--- config.mk ---
export PLATFORM = sky130hd
export DESIGN_NAME = iagrp_top
export DESIGN_NICKNAME = d
export VERILOG_FILES = /design/src/iagrp_pkg.sv /design/src/iagrp_group.sv /design/src/iagrp_top.sv
export SDC_FILE = /design/constraint.sdc
export NUM_CORES = 1
export LEC_CHECK = 0
export ABC_AREA = 1
export BUFFER_PORTS_ARGS = -buffer_cell sky130_fd_sc_hd__buf_2
export CAP_MARGIN = 25
export CELL_PAD_IN_SITES_DETAIL_PLACEMENT = 0
export CELL_PAD_IN_SITES_GLOBAL_PLACEMENT = 1
export CORE_MARGIN = 5
export CORE_UTILIZATION = 48
export CTS_BUF_LIST = sky130_fd_sc_hd__clkbuf_4
export DETAILED_ROUTE_END_ITERATION = 16
export PLACE_DENSITY = 0.95
export SLEW_MARGIN = 20
export SYNTH_ARGS = -nofsm -noshare
export SYNTH_HDL_FRONTEND = slang
export SYNTH_HIERARCHICAL = 1
export SYNTH_SLANG_ARGS = --single-unit
--- constraint.sdc ---
create_clock -name CLK_SYS_I -period 10.5 [get_ports CLK_SYS_I]
set_input_delay 3.15 -clock CLK_SYS_I [delete_from_list [all_inputs] [get_ports CLK_SYS_I]]
set_output_delay 3.15 -clock CLK_SYS_I [all_outputs]
set_load 0.005 [all_outputs]
--- src/iagrp_pkg.sv ---
package iagrp_pkg;
   localparam int unsigned IAGRP_DW = 32;
   localparam int unsigned IAGRP_AW = 12;
   localparam logic [IAGRP_AW-1:0] IAGRP_G21_SRC_OFF = 12'h104;
   localparam logic [IAGRP_AW-1:0] IAGRP_G21_EN_OFF  = 12'h108;
   localparam logic [IAGRP_AW-1:0] IAGRP_G21_RES_OFF = 12'h10c;
   localparam logic [IAGRP_AW-1:0] IAGRP_G22_SRC_OFF = 12'h118;
   localparam logic [IAGRP_AW-1:0] IAGRP_G22_EN_OFF  = 12'h11c;
   localparam logic [IAGRP_AW-1:0] IAGRP_G22_RES_OFF = 12'h120;
   localparam int unsigned IAGRP_SCRATCH_POS = 31;
   localparam int unsigned IAGRP_WAKE_POS = 17;
   localparam int unsigned IAGRP_COMP_EVTS = 15;
   localparam int unsigned IAGRP_TPM_POS = 15;
   localparam int unsigned IAGRP_BUSC_POS = 16;
   localparam logic [IAGRP_DW-1:0] IAGRP_G21_MASK = 32'h0003ffff;
   localparam logic [IAGRP_DW-1:0] IAGRP_G22_MASK = 32'h0000ffff;
   localparam logic [IAGRP_DW-1:0] IAGRP_RST_VAL  = 32'h00000000;
   typedef struct packed {
      logic                sel;
      logic                wr;
      logic [IAGRP_AW-1:0] addr;
      logic [IAGRP_DW-1:0] wdata;
   } iagrp_req_t;
   typedef struct packed {
      logic                ack;
      logic [IAGRP_DW-1:0] rdata;
   } iagrp_rsp_t;
endpackage

--- src/iagrp_group.sv ---
// One interrupt group: source, enable, result with scratch bit
module iagrp_group #(
   parameter logic [31:0] SRC_MASK = 32'h0000ffff,
   parameter bit          SRC_REG  = 1'b1
) (
   input  wire logic        clk_i,
   input  wire logic        rst_n_i,
   input  wire logic [31:0] evt_i,
   input  wire logic        wr_src_i,
   input  wire logic        wr_en_i,
   input  wire logic        wr_res_i,
   input  wire logic [31:0] wdata_i,
   output logic      [31:0] src_o,
   output logic      [31:0] en_o,
   output logic      [31:0] res_o,
   output logic             irq_o
);
   import iagrp_pkg::*;
   logic [31:0] src_q, en_q;
   logic        scratch_q;
   logic [31:0] src_d, en_d, res_bits;
   // Bit 31 belongs to the scratch bit; a source there would never reach res_o, though it would still drive irq_o
   if (SRC_MASK[IAGRP_SCRATCH_POS]) begin : g_bad_mask
      $error("Bit 31 cannot carry a source");
   end
   // Set wins over write-one-to-clear; reserved bits held at zero
   assign src_d = ((src_q & ~(wr_src_i ? wdata_i : 32'h00000000)) | evt_i) & SRC_MASK;
   assign en_d  = wr_en_i ? (wdata_i & SRC_MASK) : en_q;
   assign res_bits = src_q & en_q & SRC_MASK;
   always_ff @(posedge clk_i or negedge rst_n_i) begin
      if (!rst_n_i) begin
         src_q  <= IAGRP_RST_VAL;
         en_q   <= IAGRP_RST_VAL;
         scratch_q <= 1'b0;
      end else begin
         src_q <= src_d;
         en_q  <= en_d;
         if (wr_res_i) scratch_q <= wdata_i[IAGRP_SCRATCH_POS];
      end
   end
   assign src_o = SRC_REG ? src_q : 32'h00000000;
   assign en_o  = en_q;
   assign res_o = {scratch_q, res_bits[30:0]};
   assign irq_o = |res_bits;
endmodule // iagrp_group

--- src/iagrp_top.sv ---
module iagrp_top (
   input  wire logic                  CLK_SYS_I,
   input  wire logic                  RST_N_I,
   input  wire iagrp_pkg::iagrp_req_t BUS_REQ_I,
   output iagrp_pkg::iagrp_rsp_t      BUS_RSP_O,
   input  wire logic [14:0]           COMP_EVT_I,
   input  wire logic                  TPM_IRQ_I,
   input  wire logic                  BUSC_IRQ_I,
   input  wire logic                  ATTN_I,
   input  wire logic [15:0]           PIN_EVT_I,
   output logic                       G21_IRQ_O,
   output logic                       G22_IRQ_O,
   output logic                       WAKE_O
);
   import iagrp_pkg::*;
   logic        rst_s1_q, rst_s2_q;
   logic [1:0]  attn_q;
   logic [15:0] pin_s1_q, pin_s2_q;
   logic [31:0] g21_evt, g22_evt;
   logic [31:0] g21_src, g21_en, g21_res, g22_src, g22_en, g22_res;
   logic [31:0] rd_d;
   logic        ack_q;
   logic [31:0] rdata_q;
   logic        wr, hit;
   logic        wr_g21_src, wr_g21_en, wr_g21_res;
   logic        wr_g22_src, wr_g22_en, wr_g22_res;
   always_ff @(posedge CLK_SYS_I or negedge RST_N_I) begin
      if (!RST_N_I) begin
         rst_s1_q <= 1'b0;
         rst_s2_q <= 1'b0;
      end else begin
         rst_s1_q <= 1'b1;
         rst_s2_q <= rst_s1_q;
      end
   end
   // Pin events come from outside the clock domain
   always_ff @(posedge CLK_SYS_I or negedge rst_s2_q) begin
      if (!rst_s2_q) begin
         attn_q   <= 2'h0;
         pin_s1_q <= 16'h0000;
         pin_s2_q <= 16'h0000;
      end else begin
         attn_q   <= {attn_q[0], ATTN_I};
         pin_s1_q <= PIN_EVT_I;
         pin_s2_q <= pin_s1_q;
      end
   end
   assign g21_evt = {14'h0000, attn_q[1], BUSC_IRQ_I, TPM_IRQ_I, COMP_EVT_I};
   assign g22_evt = {16'h0000, pin_s2_q};
   assign wr  = BUS_REQ_I.sel && BUS_REQ_I.wr;
   assign wr_g21_src = wr && (BUS_REQ_I.addr == IAGRP_G21_SRC_OFF);
   assign wr_g21_en  = wr && (BUS_REQ_I.addr == IAGRP_G21_EN_OFF);
   assign wr_g21_res = wr && (BUS_REQ_I.addr == IAGRP_G21_RES_OFF);
   assign wr_g22_src = wr && (BUS_REQ_I.addr == IAGRP_G22_SRC_OFF);
   assign wr_g22_en  = wr && (BUS_REQ_I.addr == IAGRP_G22_EN_OFF);
   assign wr_g22_res = wr && (BUS_REQ_I.addr == IAGRP_G22_RES_OFF);
   iagrp_group #(.SRC_MASK(IAGRP_G21_MASK), .SRC_REG(1'b0)) u_g21 (
      .clk_i   (CLK_SYS_I),
      .rst_n_i (rst_s2_q),
      .evt_i   (g21_evt),
      .wr_src_i(wr_g21_src),
      .wr_en_i (wr_g21_en),
      .wr_res_i(wr_g21_res),
      .wdata_i (BUS_REQ_I.wdata),
      .src_o   (g21_src),
      .en_o    (g21_en),
      .res_o   (g21_res),
      .irq_o   (G21_IRQ_O)
   );
   iagrp_group #(.SRC_MASK(IAGRP_G22_MASK), .SRC_REG(1'b1)) u_g22 (
      .clk_i   (CLK_SYS_I),
      .rst_n_i (rst_s2_q),
      .evt_i   (g22_evt),
      .wr_src_i(wr_g22_src),
      .wr_en_i (wr_g22_en),
      .wr_res_i(wr_g22_res),
      .wdata_i (BUS_REQ_I.wdata),
      .src_o   (g22_src),
      .en_o    (g22_en),
      .res_o   (g22_res),
      .irq_o   (G22_IRQ_O)
   );
   // Companion source register is write-only here (u_g21 has no read path); its offset reads zero
   assign rd_d = (BUS_REQ_I.addr == IAGRP_G21_EN_OFF)  ? g21_en  :
                 (BUS_REQ_I.addr == IAGRP_G21_RES_OFF) ? g21_res :
                 (BUS_REQ_I.addr == IAGRP_G22_SRC_OFF) ? g22_src :
                 (BUS_REQ_I.addr == IAGRP_G22_EN_OFF)  ? g22_en  :
                 (BUS_REQ_I.addr == IAGRP_G22_RES_OFF) ? g22_res : 32'h00000000;
   assign hit = BUS_REQ_I.sel;
   always_ff @(posedge CLK_SYS_I or negedge rst_s2_q) begin
      if (!rst_s2_q) begin
         ack_q   <= 1'b0;
         rdata_q <= IAGRP_RST_VAL;
      end else begin
         ack_q   <= hit;
         rdata_q <= hit ? rd_d : rdata_q;
      end
   end
   assign BUS_RSP_O.ack   = ack_q;
   assign BUS_RSP_O.rdata = rdata_q;
   // Wake is the enabled attention result bit ORed with G22_IRQ_O; both come from clocked source flops
   assign WAKE_O = g21_res[IAGRP_WAKE_POS] | G22_IRQ_O;
endmodule // iagrp_top

==> summary.md <==
| Metric | Value |
|---|---|
| CP max stage delay | `0.66 ns` |
| N_diodes | `0` |
| Nets | `1026` |
| Worst Skew | `0.0115 ns` |
| Int Pwr | `0.000665 W` |
| Row count | `45` |
| # Post-CTS Setup Buffers | `0` |
| Max_slew headroom | `0.356` |
| Worst EP arrival | `5.92 ns` |
| RSZ-0062 raised after global routing | `false` |
| Combinational share of power | `0.051` |
| Clock sinks | `139` |
| Setup violators final | `0` |
| Number of gates resized after cts | `0` |
| Synth warnings | `6` |
| Avg WL per Cell | `14.3 um` |
| Starting Density | `0.489` |
| Startpoint class of the critical path | `primary input` |
| Port Buffers | `104` |
| DR iter-0 viols | `282` |
| Die width | `134 um` |
| Area of the core | `15200 um2` |
| Pin count of the biggest net entering global routing | `86` |
| CTS tree | `done` |
| Clock root cell | `clkbuf_4` |
| Power Density | `117 nW/um2` |
| Hold buffers post-CTS | `0` |
| Flop-to-flop setup slack | `8.90 ns` |
| NetSw | `0.000272 W` |
| Top-level I/O count | `118` |
| Setup crit end kind | `flop` |
| Syn Area/Cell | `8.69 um2` |
| Die area | `18100 um2` |
| Final worst path period share | `0.521` |
| Sw Share | `0.290` |
| Placer congestion estimate | `0.795` |
| Gate Count Post-Synth | `855` |
| Max cap viols | `0` |
| Crit Path Category | `primary input to flop` |
| DP HPWL | `10800 um` |
| Detailed Route WL | `16400 um` |
| Area occupied by multi-input gates | `3170 um2` |
| HP Class | `flop to flop` |
| Hold Violations, Final | `0` |
| Mapped Area | `7430 um2` |
| Total track usage | `0.193` |
| Most frequent cells in the layout | `nand2_1 (212), dfrtp_1 (138), nand3_1 (133)` |
| Residual DRC | `0` |
| Area Overhead vs Synth | `8.13%` |
| Routed via count | `5479` |
| Die Y | `134 um` |
| FILL cells | `1413` |
| Gr ovfl total | `0` |
| Skew-Pair Late Insertion Delay | `0.56 ns` |
| Part of the power in the clock network | `0.363` |
| Initial antenna violation count | `0` |
| Slew Viols, Final | `0` |
| Post-layout min period | `5.47 ns` |
| Vias in the first global route | `5318` |
| Reg area | `3480 um2` |
| Commonest non-fill, non-tap cell in the layout | `nand2_1` |
| Clock transition at path regs | `0.13 ns` |
| Critical path's slowest cell | `buf_4` |
| Num CTS Buffers | `17` |
| CP cell instances | `buf_2 -> inv_1 -> nand2_1 -> nor2_4 -> buf_4 -> inv_2 -> nor2_4 -> nor4b_4 -> buf_4 -> mux2_2` |
| Seq pwr share | `0.587` |
| Outcome | `complete, no violations` |
| VDD IR max | `80.0 uV` |
| Worst slew pin tran | `0.963 ns` |
| Crit-path max FO | `85` |
| Crit path required time | `10.95 ns` |
| First-pass GRT wire length | `27400 um` |
| Setup TNS | `0 ns` |
| Vias per inst | `4.79` |
| Layout cells sized above 1 | `0.226` |
| Htree depth | `4` |
| Router iterations before antenna repair | `4` |
| Max clock buf depth | `2` |
| FMAX | `183 MHz` |
| Post-route ant nets | `0` |
| WHS | `0.355 ns` |
| Leak pwr | `4.41 nW` |
[power groups by stage]
stage	registers [W]	logic [W]	clock network, W
final	0.000550	0.0000474	0.000340
after global routing	0.000552	0.0000545	0.000376
after CTS	0.000550	0.0000468	0.000354
after detailed placement	0.000561	0.0000467	0
after global placement	0.000560	0.0000464	0
after floorplan	0.000562	0.0000389	0
[cell type report]
type / instances / share of cell area
clock buffer: 17 / 0.0159
clock inverter: 15 / 0.0185
inverter: 64 / 0.0299
multi-input combinational: 608 / 0.395
sequential: 139 / 0.433
tap: 188 / 0.0293
timing repair buffer: 114 / 0.0782
[flip-flops by register name (all words and copies together) (netlist names)]
name             cells
rst_s1_q             1
u_g22/scratch_q      1
ack_q                1
u_g21/src_q         18
u_g21/scratch_q      1
rst_s2_q             1
pin_s2_q            16
u_g22/en_o          16
pin_s1_q            16
u_g22/src_o         16
attn_q               2
u_g21/en_o          18
rdata_q             32
[routing by layer]
layer | vias up | share of wire | GRT usage
li1 | 2777 | - | -
met5 | - | 0 | 0
met1 | 2544 | 0.48 | 0.276
met2 | 143 | 0.46 | 0.298
met4 | 0 | 0.010 | 0.0526
met3 | 15 | 0.051 | 0.0446
[worst max-delay path, delay by kind of cell]
family / cells / cell delay (ns)
simple gates: 4 / 0.96
mux: 1 / 0.38
buf+inv: 5 / 1.41
[path summary, 6_finish.rpt]
check,from,endpoint,cells past startpoint
min in group asynchronous,rst_s2_q,u_g21/src_q[11],0
max in group asynchronous,RST_N_I,rst_s2_q,1
setup / recovery,BUS_REQ_I[41],u_g22/en_o[3],10
hold / removal,pin_s1_q[1],pin_s2_q[1],0
setup reg to reg,rst_s2_q,u_g21/en_o[15],2
hold reg to reg,pin_s1_q[1],pin_s2_q[1],0
[per-stage QoR]
step | std cells | utilization | worst slack [ns] | power [W] | instance area (um2)
finish | 1145 | 0.528 | 5.03 | 0.000937 | 8030
global route | 1145 | 0.528 | 4.90 | 0.000982 | 8030
CTS | 1143 | 0.525 | 4.43 | 0.000951 | 7990
detailed placement | 1111 | 0.507 | 3.78 | 0.000607 | 7710
global placement | 1111 | 0.507 | 3.80 | 0.000607 | 7710
floorplan | 927 | - | 5.70 | 0.000601 | 7700
No activity file was read; power rests on OpenSTA's default activity.
